**src/include/rvad_pkg.sv**
```systemverilog
// constants and types shared by the rom-variant address decoder
package rvad_pkg;
  // ==========================================================
  // memory map, cpu byte addresses
  localparam logic [15:0] IO_LO    = 16'h0000;
  localparam logic [15:0] IO_HI    = 16'h003F;
  localparam logic [15:0] PROG_LO  = 16'hDC00;
  localparam logic [15:0] PROG_HI  = 16'hFBFF;
  localparam logic [15:0] MON_LO   = 16'hFE10;
  localparam logic [15:0] MON_HI   = 16'hFFCE;
  localparam logic [15:0] RSV_A    = 16'hFE08;
  localparam logic [15:0] RSV_B    = 16'hFFCF;
  localparam logic [15:0] OPT_ADDR = 16'hFFD0;
  localparam logic [15:0] VEC_LO   = 16'hFFDC;
  localparam logic [15:0] VEC_HI   = 16'hFFFF;
  // ==========================================================
  // store sizes in bytes
  localparam int          IO_BYTES   = 64;
  localparam int          PROG_BYTES = 8192;
  localparam int          VEC_BYTES  = 36;
  localparam int          MON_BYTES  = 447;
  // ==========================================================
  // fixed contents and answers
  localparam logic [7:0]  PROG_SEED  = 8'h5A;
  localparam logic [7:0]  VEC_SEED   = 8'hC3;
  localparam logic [7:0]  MON_SEED   = 8'h96;
  localparam logic [7:0]  OPT_VALUE  = 8'h00;
  localparam logic [7:0]  UNUSED_VAL = 8'h00;
  localparam logic [1:0]  RESP_OKAY  = 2'b00;
  // ==========================================================
  // write channel state
  typedef enum logic [1:0] {
    WS_IDLE = 2'b00,
    WS_ADDR = 2'b01,
    WS_DATA = 2'b10,
    WS_RESP = 2'b11
  } rvad_wstate_t;
endpackage : rvad_pkg

```
**src/include/rvad_rom_if.sv**
```systemverilog
// index and data between the decoder and one fixed store
`timescale 1ns/100ps
interface rvad_rom_if;
  logic [15:0] idx;
  logic [7:0]  data;
  modport reader (output idx, input data);
  modport store  (input idx, output data);
endinterface : rvad_rom_if

```
**src/rvad_decoder.sv**
```systemverilog
// axi4-lite slave decoding the cpu memory map of the rom variant
`timescale 1ns/100ps
// Operation
// Addresses DC00 to FBFF read an 8192-byte program store that writes cannot change.
// Addresses FFDC to FFFF read a 36-byte vector store with fixed contents.
// Addresses FE08 and FFCF are reserved, hold no register and accesses do nothing.
// The option byte at FFD0 answers reads only and writes leave it unchanged.
// The option byte value is a hard-wired constant, not programmable storage.
// Addresses FE10 to FFCE read the test-only monitor store with no programming routines.
// Addresses 0000 to 003F select the 64-byte on-chip i/o register page.
// Reserved and unused locations read a fixed constant and writes are dropped with no error.
module rvad_decoder #(
  parameter logic [7:0] OPTION_BYTE = rvad_pkg::OPT_VALUE
) (
  input  wire logic        ref_clk,       // bus clock
  input  wire logic        rst,           // synchronous reset, high
  input  wire logic [31:0] s_axi_awaddr,  // write address
  input  wire logic        s_axi_awvalid, // write address valid
  output logic             s_axi_awready, // write address ready
  input  wire logic [31:0] s_axi_wdata,   // write data
  input  wire logic [3:0]  s_axi_wstrb,   // write byte lanes
  input  wire logic        s_axi_wvalid,  // write data valid
  output logic             s_axi_wready,  // write data ready
  output logic [1:0]       s_axi_bresp,   // write response
  output logic             s_axi_bvalid,  // write response valid
  input  wire logic        s_axi_bready,  // write response ready
  input  wire logic [31:0] s_axi_araddr,  // read address
  input  wire logic        s_axi_arvalid, // read address valid
  output logic             s_axi_arready, // read address ready
  output logic [31:0]      s_axi_rdata,   // read data
  output logic [1:0]       s_axi_rresp,   // read response
  output logic             s_axi_rvalid,  // read data valid
  input  wire logic        s_axi_rready,  // read data ready
  output logic             io_rd,         // i/o page read strobe
  output logic [5:0]       io_raddr,      // i/o page read offset
  input  wire logic [7:0]  io_rdata,      // i/o page read byte
  output logic             io_we,         // i/o page write strobe
  output logic [5:0]       io_waddr,      // i/o page write offset
  output logic [7:0]       io_wdata       // i/o page write byte
);
  // ==========================================================
  // read address decode
  logic [15:0] ra;
  logic        r_low;
  logic        r_io;
  logic        r_prog;
  logic        r_vec;
  logic        r_mon;
  logic        r_opt;
  logic [7:0]  rd_byte;
  logic        ar_hs;

  rvad_rom_if prog_if ();
  rvad_rom_if vec_if ();
  rvad_rom_if mon_if ();

  assign ra    = s_axi_araddr[15:0];
  assign r_low = (s_axi_araddr[31:16] == '0);
  // i/o page window
  assign r_io   = r_low && (ra <= rvad_pkg::IO_HI);
  // program store window
  assign r_prog = r_low && (ra >= rvad_pkg::PROG_LO) && (ra <= rvad_pkg::PROG_HI);
  // vector store window
  assign r_vec  = r_low && (ra >= rvad_pkg::VEC_LO);
  // monitor store window
  assign r_mon  = r_low && (ra >= rvad_pkg::MON_LO) && (ra <= rvad_pkg::MON_HI);
  // option byte, read side only
  assign r_opt  = r_low && (ra == rvad_pkg::OPT_ADDR);

  assign prog_if.idx = ra - rvad_pkg::PROG_LO;
  assign vec_if.idx  = ra - rvad_pkg::VEC_LO;
  assign mon_if.idx  = ra - rvad_pkg::MON_LO;

  rvad_rom #(.DEPTH(rvad_pkg::PROG_BYTES), .SEED(rvad_pkg::PROG_SEED)) u_prog (.rom(prog_if));
  rvad_rom #(.DEPTH(rvad_pkg::VEC_BYTES),  .SEED(rvad_pkg::VEC_SEED))  u_vec  (.rom(vec_if));
  rvad_rom #(.DEPTH(rvad_pkg::MON_BYTES),  .SEED(rvad_pkg::MON_SEED))  u_mon  (.rom(mon_if));

  // option value is a wired constant
  // reserved and unused fall through to the constant
  assign rd_byte = r_io   ? io_rdata :
                   r_prog ? prog_if.data :
                   r_vec  ? vec_if.data :
                   r_mon  ? mon_if.data :
                   r_opt  ? OPTION_BYTE : rvad_pkg::UNUSED_VAL;

  // ==========================================================
  // read channel, one outstanding read
  logic        rvalid_r;
  logic [31:0] rdata_r;

  assign s_axi_arready = !rvalid_r;
  assign ar_hs         = s_axi_arvalid && s_axi_arready;
  assign io_rd         = ar_hs && r_io;
  assign io_raddr      = ra[5:0];
  assign s_axi_rvalid  = rvalid_r;
  assign s_axi_rdata   = rdata_r;
  // never an error answer
  assign s_axi_rresp   = rvad_pkg::RESP_OKAY;

  always_ff @(posedge ref_clk) begin
    if (rst) begin
      rvalid_r <= 1'b0;
      rdata_r  <= '0;
    end else if (ar_hs) begin
      rvalid_r <= 1'b1;
      rdata_r  <= {24'h000000, rd_byte};
    end else if (s_axi_rready) begin
      rvalid_r <= 1'b0;
    end
  end

  // ==========================================================
  // write channel, address and data in either order
  rvad_pkg::rvad_wstate_t wstate_r;
  rvad_pkg::rvad_wstate_t wstate_nxt;
  logic [31:0] waddr_r;
  logic [31:0] waddr_nxt;
  logic [7:0]  wbyte_r;
  logic [7:0]  wbyte_nxt;
  logic        wlane_r;
  logic        wlane_nxt;
  logic        aw_hs;
  logic        w_hs;
  logic        w_io;
  logic        io_we_r;
  logic        io_we_nxt;
  logic [5:0]  io_waddr_r;
  logic [7:0]  io_wdata_r;

  assign s_axi_awready = (wstate_r == rvad_pkg::WS_IDLE) || (wstate_r == rvad_pkg::WS_DATA);
  assign s_axi_wready  = (wstate_r == rvad_pkg::WS_IDLE) || (wstate_r == rvad_pkg::WS_ADDR);
  assign aw_hs         = s_axi_awvalid && s_axi_awready;
  assign w_hs          = s_axi_wvalid && s_axi_wready;
  assign waddr_nxt     = aw_hs ? s_axi_awaddr : waddr_r;
  assign wbyte_nxt     = w_hs ? s_axi_wdata[7:0] : wbyte_r;
  assign wlane_nxt     = w_hs ? s_axi_wstrb[0] : wlane_r;
  assign s_axi_bvalid  = (wstate_r == rvad_pkg::WS_RESP);
  // writes anywhere complete with okay
  assign s_axi_bresp   = rvad_pkg::RESP_OKAY;

  // only the i/o page accepts a write
  assign w_io      = (waddr_nxt[31:16] == '0) && (waddr_nxt[15:0] <= rvad_pkg::IO_HI);
  assign io_we_nxt = (wstate_r != rvad_pkg::WS_RESP) && (wstate_nxt == rvad_pkg::WS_RESP)
                     && w_io && wlane_nxt;

  always_comb begin
    wstate_nxt = wstate_r;
    case (wstate_r)
      rvad_pkg::WS_IDLE: begin
        if (aw_hs && w_hs)
          wstate_nxt = rvad_pkg::WS_RESP;
        else if (aw_hs)
          wstate_nxt = rvad_pkg::WS_ADDR;
        else if (w_hs)
          wstate_nxt = rvad_pkg::WS_DATA;
      end
      rvad_pkg::WS_ADDR: begin
        if (w_hs)
          wstate_nxt = rvad_pkg::WS_RESP;
      end
      rvad_pkg::WS_DATA: begin
        if (aw_hs)
          wstate_nxt = rvad_pkg::WS_RESP;
      end
      default: begin
        if (s_axi_bready)
          wstate_nxt = rvad_pkg::WS_IDLE;
      end
    endcase
  end

  always_ff @(posedge ref_clk) begin
    if (rst) begin
      wstate_r <= rvad_pkg::WS_IDLE;
      waddr_r  <= '0;
      wbyte_r  <= '0;
      wlane_r  <= 1'b0;
    end else begin
      wstate_r <= wstate_nxt;
      waddr_r  <= waddr_nxt;
      wbyte_r  <= wbyte_nxt;
      wlane_r  <= wlane_nxt;
    end
  end

  // forward accepted page writes as one-cycle strobe
  always_ff @(posedge ref_clk) begin
    if (rst) begin
      io_we_r    <= 1'b0;
      io_waddr_r <= '0;
      io_wdata_r <= '0;
    end else begin
      io_we_r <= io_we_nxt;
      if (io_we_nxt) begin
        io_waddr_r <= waddr_nxt[5:0];
        io_wdata_r <= wbyte_nxt;
      end
    end
  end

  assign io_we    = io_we_r;
  assign io_waddr = io_waddr_r;
  assign io_wdata = io_wdata_r;

  // ==========================================================
  // assertions
  // low byte of the vector base, for the wrap-free offset
  localparam logic [7:0] VEC_OFS = rvad_pkg::VEC_LO[7:0];

  property p_prog_read;
    @(posedge ref_clk) disable iff (rst)
      (ar_hs && r_prog) |=> (rvalid_r && rdata_r == {24'h000000,
        rvad_pkg::PROG_SEED ^ $past(s_axi_araddr[7:0])});
  endproperty
  a_prog_read: assert property (p_prog_read) else $error("program byte wrong");

  property p_vec_read;
    @(posedge ref_clk) disable iff (rst)
      (ar_hs && r_vec) |=> (rdata_r[7:0] ==
        (rvad_pkg::VEC_SEED ^ ($past(s_axi_araddr[7:0]) - VEC_OFS)));
  endproperty
  a_vec_read: assert property (p_vec_read) else $error("vector byte wrong");

  property p_rsv_read;
    @(posedge ref_clk) disable iff (rst)
      (ar_hs && r_low && (ra == rvad_pkg::RSV_A || ra == rvad_pkg::RSV_B))
        |=> (rdata_r == {24'h000000, rvad_pkg::UNUSED_VAL}) && !io_we_r;
  endproperty
  a_rsv_read: assert property (p_rsv_read) else $error("reserved read not constant");

  property p_opt_read;
    @(posedge ref_clk) disable iff (rst)
      (ar_hs && r_opt) |=> (rdata_r == {24'h000000, OPTION_BYTE});
  endproperty
  a_opt_read: assert property (p_opt_read) else $error("option byte changed");

  property p_opt_write;
    @(posedge ref_clk) disable iff (rst)
      (s_axi_bvalid && waddr_r == {16'h0000, rvad_pkg::OPT_ADDR}) |-> !io_we_r;
  endproperty
  a_opt_write: assert property (p_opt_write) else $error("option write had effect");

  property p_mon_read;
    @(posedge ref_clk) disable iff (rst)
      (ar_hs && r_mon) |=> (rdata_r[7:0] ==
        (rvad_pkg::MON_SEED ^ (($past(s_axi_araddr[15:0]) - rvad_pkg::MON_LO) & 16'h00FF)));
  endproperty
  a_mon_read: assert property (p_mon_read) else $error("monitor byte wrong");

  property p_io_read;
    @(posedge ref_clk) disable iff (rst)
      (ar_hs && r_io) |-> io_rd ##1 (rdata_r[7:0] == $past(io_rdata));
  endproperty
  a_io_read: assert property (p_io_read) else $error("io read not forwarded");

  property p_io_write_in_page;
    @(posedge ref_clk) disable iff (rst)
      io_we_r |-> s_axi_bvalid && (waddr_r[31:16] == '0) && (waddr_r[15:0] <= rvad_pkg::IO_HI);
  endproperty
  a_io_write_in_page: assert property (p_io_write_in_page) else $error("stray io write");

  property p_bresp_soon;
    @(posedge ref_clk) disable iff (rst)
      (wstate_r != rvad_pkg::WS_RESP && wstate_nxt == rvad_pkg::WS_RESP)
        |=> s_axi_bvalid && s_axi_bresp == rvad_pkg::RESP_OKAY;
  endproperty
  a_bresp_soon: assert property (p_bresp_soon) else $error("write answer late or error");

  property p_cov_prog;
    @(posedge ref_clk) disable iff (rst) ar_hs && r_prog;
  endproperty
  c_cov_prog: cover property (p_cov_prog);

  property p_cov_io_we;
    @(posedge ref_clk) disable iff (rst) io_we_r;
  endproperty
  c_cov_io_we: cover property (p_cov_io_we);

  property p_cov_data_first;
    @(posedge ref_clk) disable iff (rst) wstate_r == rvad_pkg::WS_DATA ##1 s_axi_bvalid;
  endproperty
  c_cov_data_first: cover property (p_cov_data_first);
endmodule : rvad_decoder

```
**src/rvad_rom.sv**
```systemverilog
// mask-programmed read-only store with hard-wired contents
`timescale 1ns/100ps
module rvad_rom #(
  parameter int         DEPTH = 64,
  parameter logic [7:0] SEED  = 8'h00
) (
  rvad_rom_if.store rom // index in, fixed byte out
);
  // contents are wired pattern, no write path exists at all
  assign rom.data = (int'(rom.idx) < DEPTH) ? (SEED ^ rom.idx[7:0]) : rvad_pkg::UNUSED_VAL;
endmodule : rvad_rom

```
**config.mk**
```make
export PLATFORM = sky130hd
export DESIGN_NAME = rvad_decoder
export DESIGN_NICKNAME = d
export VERILOG_FILES = /design/src/include/rvad_pkg.sv /design/src/include/rvad_rom_if.sv /design/src/rvad_decoder.sv /design/src/rvad_rom.sv
export SDC_FILE = /design/constraint.sdc
export NUM_CORES = 1
export LEC_CHECK = 0
export BUFFER_PORTS_ARGS = -buffer_cell sky130_fd_sc_hd__buf_2
export CAP_MARGIN = 20
export CORE_UTILIZATION = 45
export CTS_CLUSTER_DIAMETER = 40
export DETAILED_ROUTE_END_ITERATION = 8
export PLACE_DENSITY = 0.91
export SKIP_LAST_GASP = 1
export SYNTH_ARGS = -nofsm -noshare
export SYNTH_HDL_FRONTEND = slang
export SYNTH_SLANG_ARGS = --single-unit
```
**constraint.sdc**
```tcl
create_clock -name ref_clk -period 2.58 [get_ports ref_clk]
set_clock_uncertainty 0.05 [all_clocks]
set_input_delay 0.516 -clock ref_clk [delete_from_list [all_inputs] [get_ports ref_clk]]
set_output_delay 0.516 -clock ref_clk [all_outputs]
set_load 0.05 [all_outputs]
```
==> flow_summary.json, run 1 <==
{
  "rsz_0062_raised_after_global_routing": "no",
  "leakage_nw": 2.09,
  "critPathTopFamily": "simple AND/OR/NAND/NOR gates",
  "antenna_found_initial": 0,
  "seq_area_frac_synth": 0.380,
  "fp.dieW_um": 90.5,
  "max_cap_viol_count": 0,
  "totalPowerFinal_mw": 2.49,
  "ys.flop_type": "sky130_fd_sc_hd__dfxtp_1",
  "ioPinCount": 178,
  "top_library_cells_by_usage_in_the_layout_fill_and_taps_aside": "sky130_fd_sc_hd__buf_2 (121), sky130_fd_sc_hd__nand2_1 (98), sky130_fd_sc_hd__dfxtp_1 (67)",
  "dp.final_hpwl_um": 7030,
  "placement_rows": 31,
  "crit_path_cell_trace": "buf_2 -> or4_4 -> nand4b_4 -> or3_4 -> nor2_4 -> buf_4",
  "detail_route.vias_per_cell": 5.29,
  "cts_inserted_buffers": 9,
  "layout_overhead_on_the_synthesized_area_pct": 26.5,
  "run_status": "finished, final reports clean",
  "timing.critical_path.to_type": "output port",
  "dpl-instance-area_um2": 4250,
  "route.vias.total": 3644,
  "first_global_vias": 3470,
  "post_route_cells_drive_above_1_share": 0.320,
  "critical_path_arrival_ns": 1.98,
  "die_area_um2": 8200,
  "die-height_um": 90.5,
  "syn-mean-instance-area_um2": 7.80,
  "crit_path_max_fanout": 2,
  "initial_utilization": 0.476,
  "globalRoute.totalOverflow": 0,
  "power-per-cell-area_nw_per_um2": 557,
  "final_core_utilization": 0.602,
  "synth_async_sr_flop_share": 0,
  "layout_worst_path_cycle_share": 0.987,
  "synthesis.instances": 452,
  "timing.critical_path.from_type": "input port",
  "clk_pin_slew_worst_paths_ns": 0.08,
  "clock_latency_on_the_worst_skew_pair_ns": 0.33,
  "final_area_um2": 4460,
  "yosys_register_bits": 67,
  "synthesis.area_um2": 3530,
  "clk_path_buf_depth": 2,
  "grt_first_pass_wirelength_um": 15100,
  "layout_commonest_cell": "sky130_fd_sc_hd__buf_2",
  "grt_usage": 0.226,
  "placeableCoreArea_um2": 7410,
  "antenna-diode-count": 0,
  "drv_slew": 0,
  "portBuffers": 122,
  "final_antenna_net_count": 0,
  "worst_ir_drop_vdd_uv": 252,
  "detailed_route_drc_error_count": 0,
  "max_freq_ghz": 0.393,
  "synth_enable_flop_cells": 0,
  "ys_warn_count": 0,
  "report.final.hold_viol_count": 0,
  "clockRootBuffer": "sky130_fd_sc_hd__clkbuf_8",
  "worstSetupPathType": "input port to output port",
  "synthDistinctLibCells": 56,
  "path_buf_inv": 2,
  "clock_tree_from_tritoncts": "done",
  "finalWeightedCongestion": 0.899,
  "h-tree-depth": 3,
  "final_nets": 704,
  "first_iter_violations": 182,
  "fin_tns_setup_ns": 0,
  "post_route_wl_um": 9100,
  "critical_path_required_ns": 2.01,
  "clock_sinks": 67,
  "critPathSlowestCell": "sky130_fd_sc_hd__or4_4",
  "worst-slew-pin-transition_ns": 0.761,
  "worst_hold_path_type": "input port to register",
  "critical-path-max-stage-delay_ns": 0.53,
  "max_slew_margin": 0.492,
  "routed_wire_length_per_instance_um": 13.2,
  "dr.pass1.iters": 5,
  "grt_start_max_net_pins": 38,
  "finalSetupViolations": 0,
  "final_critical_path_time_including_i_o_delays_and_setup_ns": 2.55
}
[report_power, final]
part / internal (mW) / switching (mW) / total (mW)
registers: 1.08 / 0.0239 / 1.10
clock network: 0.463 / 0.435 / 0.898
logic: 0.152 / 0.333 / 0.485
total: 1.69 / 0.793 / 2.49
[cells by family (layout without fill, tap and decap cells)]
logic type,after synthesis,in the layout,share of synthesized area
AO/OA/AOI/OAI,91,91,0.155
XOR/XNOR,2,2,0.00497
adder cells (fa/ha/maj),4,4,0.0142
buffers and inverters,62,173,0.105
flip-flops,67,67,0.380
multiplexers,14,14,0.0397
other,1,28,0.00106
AND/OR/NAND/NOR,211,211,0.300
[layout make-up]
cell class	count	area (um2)
Clock buffer	9	124
Clock inverter	7	83.8
Fill cell	661	2950
Inverter	9	33.8
Multi-Input combinational cell	350	1930
Sequential cell	67	1340
Tap cell	99	124
Timing Repair Buffer	148	821
[synth_stat cells (2+ instances only)]
| library cell | number | share of area |
|---|---|---|
| sky130_fd_sc_hd__xnor2_1 | 2 | 0.0050 |
| sky130_fd_sc_hd__nor2b_1 | 2 | 0.0035 |
| sky130_fd_sc_hd__mux2i_1 | 14 | 0.040 |
| sky130_fd_sc_hd__and3_1 | 5 | 0.0089 |
| sky130_fd_sc_hd__a21oi_1 | 49 | 0.070 |
| sky130_fd_sc_hd__ha_1 | 4 | 0.014 |
| sky130_fd_sc_hd__o21ai_0 | 9 | 0.013 |
| sky130_fd_sc_hd__a211o_1 | 2 | 0.0050 |
| sky130_fd_sc_hd__a221oi_1 | 2 | 0.0050 |
| sky130_fd_sc_hd__or2_2 | 9 | 0.016 |
| sky130_fd_sc_hd__nor3_1 | 8 | 0.011 |
| sky130_fd_sc_hd__nand2b_1 | 7 | 0.012 |
| sky130_fd_sc_hd__nor2_1 | 35 | 0.037 |
| sky130_fd_sc_hd__inv_1 | 8 | 0.0085 |
| sky130_fd_sc_hd__nand3_1 | 9 | 0.013 |
| sky130_fd_sc_hd__buf_4 | 34 | 0.072 |
| sky130_fd_sc_hd__dfxtp_1 | 67 | 0.38 |
| sky130_fd_sc_hd__clkbuf_1 | 15 | 0.016 |
| sky130_fd_sc_hd__nor4_1 | 17 | 0.030 |
| sky130_fd_sc_hd__buf_1 | 2 | 0.0021 |
| sky130_fd_sc_hd__o21ai_1 | 2 | 0.0028 |
| sky130_fd_sc_hd__o31ai_1 | 3 | 0.0064 |
| sky130_fd_sc_hd__o211ai_1 | 3 | 0.0064 |
| sky130_fd_sc_hd__nor4b_1 | 2 | 0.0050 |
| sky130_fd_sc_hd__a211oi_1 | 7 | 0.015 |
| sky130_fd_sc_hd__nand4_1 | 6 | 0.011 |
| sky130_fd_sc_hd__nand2_1 | 98 | 0.10 |
| sky130_fd_sc_hd__o22ai_1 | 3 | 0.0053 |
[state kept, by name, summed over array words and instances (netlist names)]
| register | cells |
|---|---|
| wlane_r | 1 |
| s_axi_rdata | 8 |
| io_waddr | 6 |
| wbyte_r | 8 |
| waddr_r | 32 |
| io_wdata | 8 |
| s_axi_rvalid | 1 |
| wstate_r | 2 |
| io_we | 1 |
[path summary, 6_finish.rpt]
check                   startpoint           end  slack (ns)  cells after the start
setup / recovery  s_axi_araddr[26]         io_rd        0.03                      6
hold / removal        s_axi_rready  s_axi_rvalid        0.30                      2
setup reg to reg       wstate_r[0]   io_wdata[7]        0.55                      7
hold reg to reg        io_wdata[6]   io_wdata[6]        0.40                      2
[timing repair]
action                                  4_1_cts  5_1_grt
resized for setup                             1        0
endpoints found under the setup margin        1        0
buffers inserted                              0        0
hold buffers                                  0        0
[layer usage]
layer | up-vias | part of all wire | track usage
li1 | 1782 | - | -
met1 | 1672 | 0.40 | 0.260
met2 | 174 | 0.51 | 0.418
met3 | 16 | 0.068 | 0.0396
met4 | 0 | 0.014 | 0.0793
met5 | - | 0 | 0
[through the flow]
stage	hold WS (ns)	setup WS [ns]	cells
floorplan	0.386	-0.0172	479
global placement	0.390	-0.0514	673
detailed placement	0.393	-0.0327	673
CTS	0.282	0.0285	689
global route	0.284	0.00460	689
finish	0.302	0.0331	689
No activity file was read; power rests on OpenSTA's default activity.
==> run 2, diff against run 1 <==
Settings changed: CORE_UTILIZATION 45 to 28, PLACE_DENSITY 0.91 to 0.66.
==> run 2 against run 1 <==
First-iteration DRC count is 3.3% lower. Largest cell class unchanged. Design area is 4.9% higher. Setup slack better by 0.033 ns. Combinational power is 1% higher. Die area is 59% higher.
==> flow_summary.json, run 2 (synthesized netlist as in run 1, its figures left out) <==
{
  "ioPinCount": 178,
  "clock_tree_from_tritoncts": "done",
  "max_cap_viol_count": 0,
  "cts.repair.resized": 1,
  "antenna_found_initial": 0,
  "worstSetupPathType": "input port to output port",
  "cts_inserted_buffers": 9,
  "finalSetupViolations": 0,
  "critical_path_depth": 6,
  "critical-path-max-stage-delay_ns": 0.53,
  "first_iter_violations": 176,
  "antenna-diode-count": 0,
  "timing.critical_path.to_type": "output port",
  "cts_post_setup_buffers_inserted": 0,
  "portBuffers": 122,
  "rsz_0062_raised_after_global_routing": "no",
  "worstReg2RegStart": "waddr_r[29]",
  "worst-slew-pin-transition_ns": 0.723,
  "placed_cells": 745,
  "report.final.hold_viol_count": 0,
  "post_route_wl_um": 9490,
  "worst_ir_drop_vdd_uv": 267,
  "multiInputGateArea_um2": 1930,
  "totalPowerFinal_mw": 2.86,
  "timing.critical_path.from_type": "input port",
  "crit_end": "io_rd",
  "detail_route.vias_per_cell": 4.72,
  "clockRootBuffer": "sky130_fd_sc_hd__clkbuf_16",
  "finalWeightedCongestion": 0.862,
  "grt_start_max_net_pins": 37,
  "crit_path_cell_trace": "buf_2 -> or4_4 -> nand4b_4 -> or3_4 -> nor2_4 -> buf_6",
  "clock_latency_on_the_worst_skew_pair_ns": 0.33,
  "post_route_cells_drive_above_1_share": 0.324,
  "critical_path_required_ns": 2.01,
  "max_freq_ghz": 0.398,
  "top_library_cells_by_usage_in_the_layout_fill_and_taps_aside": "sky130_fd_sc_hd__buf_2 (121), sky130_fd_sc_hd__nand2_1 (98), sky130_fd_sc_hd__dfxtp_1 (67)",
  "route.vias.total": 3592,
  "detailed_route_drc_error_count": 0,
  "clock_sinks": 67,
  "dr.pass1.iters": 4,
  "final_critical_path_time_including_i_o_delays_and_setup_ns": 2.51,
  "largest_register_ffs": 32,
  "power-per-cell-area_nw_per_um2": 612,
  "globalRoute.totalOverflow": 0,
  "seq_area_um2": 1340,
  "leakage_nw": 2.16,
  "layout_commonest_cell": "sky130_fd_sc_hd__buf_2",
  "placement_rows": 40,
  "grt_first_pass_wirelength_um": 15100,
  "critPathTopFamily": "simple AND/OR/NAND/NOR gates",
  "nFillCells": 1252,
  "first_global_vias": 3274,
  "ff2ff_path_depth": 7,
  "path_buf_inv": 2,
  "cts_hold_buf": 0,
  "placeableCoreArea_um2": 12200,
  "die_area_um2": 13000,
  "reg_with_most_ffs": "waddr_r",
  "grt_usage": 0.149,
  "fp.dieW_um": 114,
  "initial_utilization": 0.290,
  "crit_path_max_fanout": 2,
  "layout_overhead_on_the_synthesized_area_pct": 32.7,
  "clk_pin_slew_worst_paths_ns": 0.06,
  "h-tree-depth": 3,
  "layout_worst_path_cycle_share": 0.974,
  "final_antenna_net_count": 0,
  "die-height_um": 114,
  "clk_path_buf_depth": 2,
  "final_nets": 707,
  "critPathSlowestCell": "sky130_fd_sc_hd__or4_4",
  "timing.reg2reg.setup_slack_ns": 0.68,
  "crit_path_start": "s_axi_araddr[26]",
  "drv_slew": 0,
  "routed_wire_length_per_instance_um": 12.5,
  "r2r-end": "io_wdata[7]",
  "critical_path_arrival_ns": 1.95,
  "run_status": "finished, final reports clean",
  "stdcell_count": 761,
  "dp.final_hpwl_um": 7430,
  "max_slew_margin": 0.517,
  "worst_hold_path_type": "input port to register"
}
-- run 2: layer usage --
layer	global-route usage	vias up	wire length, um
li1	-	1784	-
met1	0.177	1636	4110
met2	0.249	152	4520
met3	0.0371	20	624
met4	0.0745	0	237
met5	0	-	0
-- run 2: worst register-to-register path: stages, from the launching register on --
cell                        delay [ns]
sky130_fd_sc_hd__dfxtp_1          0.31
sky130_fd_sc_hd__nor4_1           0.34
sky130_fd_sc_hd__nand4_1          0.14
sky130_fd_sc_hd__o22ai_1          0.22
sky130_fd_sc_hd__o2111ai_2        0.17
sky130_fd_sc_hd__buf_12           0.20
sky130_fd_sc_hd__or2_2            0.29
sky130_fd_sc_hd__a21oi_1          0.11
-- run 2: through the flow --
| step | utilization | setup slack, ns | setup TNS, ns | instance area (um2) | hold slack [ns] |
|---|---|---|---|---|---|
| floorplan | - | -0.0172 | -0.0172 | 3640 | 0.386 |
| global placement | 0.359 | -0.0629 | -0.182 | 4360 | 0.388 |
| detailed placement | 0.359 | -0.126 | -0.367 | 4360 | 0.395 |
| CTS | 0.384 | 0.0240 | 0 | 4680 | 0.302 |
| global route | 0.385 | 0.0218 | 0 | 4680 | 0.315 |
| finish | 0.385 | 0.0660 | 0 | 4680 | 0.313 |
-- run 2: how the worst min path moves through the flow --
stage,startpoint,endpoint,depth (start not counted)
after detailed placement,io_wdata[0],io_wdata[0],2
after floorplan,waddr_r[14],waddr_r[14],2
after global routing,s_axi_rready,s_axi_rvalid,2
after global placement,s_axi_rdata[3],s_axi_rdata[3],2
after CTS,s_axi_rready,s_axi_rvalid,2
final,s_axi_rready,s_axi_rvalid,2
-- run 2: area by class of cell --
type / count / share of cell area
sequential: 67 / 0.287
timing repair buffer: 151 / 0.181
clock buffer: 11 / 0.0540
clock inverter: 5 / 0.0128
multi-input combinational: 350 / 0.413
inverter: 9 / 0.00722
tap: 168 / 0.0449
-- run 2: where the power goes --
part           leakage, nW  total [mW]  internal [mW]  switching [mW]
Sequential           0.548        1.10           1.08          0.0235
Clock                0.152        1.27          0.804           0.466
Combinational         1.46       0.490          0.154           0.336
Total                 2.16        2.86           2.04           0.826
==> run 3, diff against run 2 <==
Settings changed: SETUP_SLACK_MARGIN from default to 0.4.
==> run 3 against run 2 <==
Sequential share of layout area fell by 1.5 points. Via count rose by 1.3%. Critical endpoint unchanged. Combinational power rose by 6.3%. Power fell by 1.2%. Worst hold slack improved by 0.014 ns. Global-route usage rose by 0.29 points. Register-to-register slack barely moved. Clock power fell by 5%. Routed wire length rose by 4.6%.
==> flow_summary.json, run 3 (synthesized netlist as in run 1, its figures left out) <==
{
  "max_slew_margin": 0.529,
  "grt_first_pass_wirelength_um": 15600,
  "switching_power_mw": 0.804,
  "crit_path_max_fanout": 4,
  "finalSetupViolations": 0,
  "global_route.usage.met2": 0.263,
  "worst_hold_path_type": "input port to register",
  "largest_register_ffs": 32,
  "antenna_found_initial": 0,
  "clock_latency_on_the_worst_skew_pair_ns": 0.32,
  "critical_path_arrival_ns": 1.96,
  "clock_sinks": 67,
  "power.switching_fraction": 0.284,
  "post_route_wl_um": 9930,
  "rsz_0062_raised_after_global_routing": "yes",
  "first_global_vias": 3410,
  "layout_commonest_cell": "sky130_fd_sc_hd__buf_2",
  "ioPinCount": 178,
  "routed_wire_length_per_instance_um": 12.9,
  "leakage_nw": 2.24,
  "dpl-instance-area_um2": 4410,
  "final_nets": 718,
  "final_antenna_net_count": 0,
  "fp.dieW_um": 114,
  "dp.final_hpwl_um": 7680,
  "clk_pin_slew_worst_paths_ns": 0.05,
  "die-height_um": 114,
  "met1_usage": 0.183,
  "clockRootBuffer": "sky130_fd_sc_hd__clkbuf_16",
  "route.vias.total": 3637,
  "layout_worst_path_cycle_share": 0.979,
  "top_library_cells_by_usage_in_the_layout_fill_and_taps_aside": "sky130_fd_sc_hd__buf_2 (118), sky130_fd_sc_hd__nand2_1 (98), sky130_fd_sc_hd__dfxtp_1 (67)",
  "grt_usage": 0.152,
  "clock_tree_from_tritoncts": "done",
  "max_freq_ghz": 0.396,
  "worstSetupPathType": "input port to output port",
  "power-per-cell-area_nw_per_um2": 574,
  "critical_path_required_ns": 2.01,
  "totalPowerFinal_mw": 2.83,
  "run_status": "finished, final reports clean",
  "die_area_um2": 13000,
  "cts_inserted_buffers": 9,
  "max_cap_viol_count": 0,
  "worst_ir_drop_vdd_uv": 261,
  "placement_rows": 40,
  "dr.pass1.iters": 4,
  "timing.critical_path.from_type": "input port",
  "portBuffers": 122,
  "p_seq_frac": 0.390,
  "grt_start_max_net_pins": 36,
  "internal_power_mw": 2.03,
  "finalWeightedCongestion": 0.904,
  "nFillCells": 1265,
  "layout_overhead_on_the_synthesized_area_pct": 39.9,
  "drv_slew": 0,
  "clkPwrFrac": 0.426,
  "detail_route.vias_per_cell": 4.71,
  "reg_with_most_ffs": "waddr_r",
  "worst-slew-pin-transition_ns": 0.706,
  "report.final.hold_viol_count": 0,
  "grt_most_used_layer": "met2",
  "h-tree-depth": 3,
  "cts_hold_buf": 0,
  "grt.met3_usage": 0.0323,
  "detailed_route_drc_error_count": 0,
  "final_area_um2": 4940,
  "clk_path_buf_depth": 2,
  "post_route_cells_drive_above_1_share": 0.366,
  "initial_utilization": 0.290,
  "placeableCoreArea_um2": 12200,
  "globalRoute.totalOverflow": 0,
  "fin_tns_setup_ns": 0,
  "final_critical_path_time_including_i_o_delays_and_setup_ns": 2.53,
  "first_iter_violations": 214,
  "antenna-diode-count": 0,
  "timing.critical_path.to_type": "output port",
  "p_comb_frac": 0.184
}
[run 3: power groups by stage]
stage | logic (mW) | clock network [mW] | registers [mW]
floorplan | 0.340 | 0 | 1.14
finish | 0.521 | 1.21 | 1.10
global placement | 0.490 | 0 | 1.12
detailed placement | 0.497 | 0 | 1.13
global route | 0.565 | 1.29 | 1.11
CTS | 0.512 | 1.24 | 1.10
[run 3: path summary, 6_finish.rpt]
path                         start           end  slack, ns  depth (start not counted)
setup / recovery  s_axi_araddr[26]         io_rd       0.05                          6
hold / removal        s_axi_rready  s_axi_rvalid       0.33                          2
setup reg to reg       waddr_r[19]   io_wdata[7]       0.68                          7
hold reg to reg        io_wdata[0]   io_wdata[0]       0.40                          2
[run 3: layout make-up]
type / instances / area (um2) / area share
multi-input cells: 350 / 2080 / 0.421
repair buffers: 162 / 967 / 0.196
clock buffers: 12 / 246 / 0.0499
clock inverters: 4 / 50.0 / 0.0101
well taps: 168 / 210 / 0.0426
inverters: 9 / 41.3 / 0.00837
flip-flops and latches: 67 / 1340 / 0.272
[run 3: critical path: stages]
cell and delay, ns:
sky130_fd_sc_hd__buf_6 0.09, sky130_fd_sc_hd__or4_4 0.53, sky130_fd_sc_hd__nand4b_4 0.19, sky130_fd_sc_hd__or3_4 0.38, sky130_fd_sc_hd__nor2_4 0.10, sky130_fd_sc_hd__buf_6 0.16
[run 3: repair_timing]
item	CTS	global route
buffers inserted	4	2
gates resized for setup	19	17
setup endpoints to repair	6	17
pin swaps	6	9
[run 3: through the flow]
stage                     setup WS [ns]  std cells   util  hold slack [ns]
after global placement          -0.0808        750  0.362            0.392
after floorplan                 -0.0172        479      -            0.386
final                            0.0546        772  0.406            0.326
after CTS                        0.0437        770  0.398            0.312
after global routing             0.0235        772  0.406            0.326
after detailed placement        -0.0885        750  0.362            0.399
[run 3: per-layer routing]
metal	vias up	wire, um	part of all wire
li1	1808	-	-
met1	1679	4330	0.44
met2	133	4770	0.48
met3	17	615	0.062
met4	0	208	0.021
met5	-	0	0
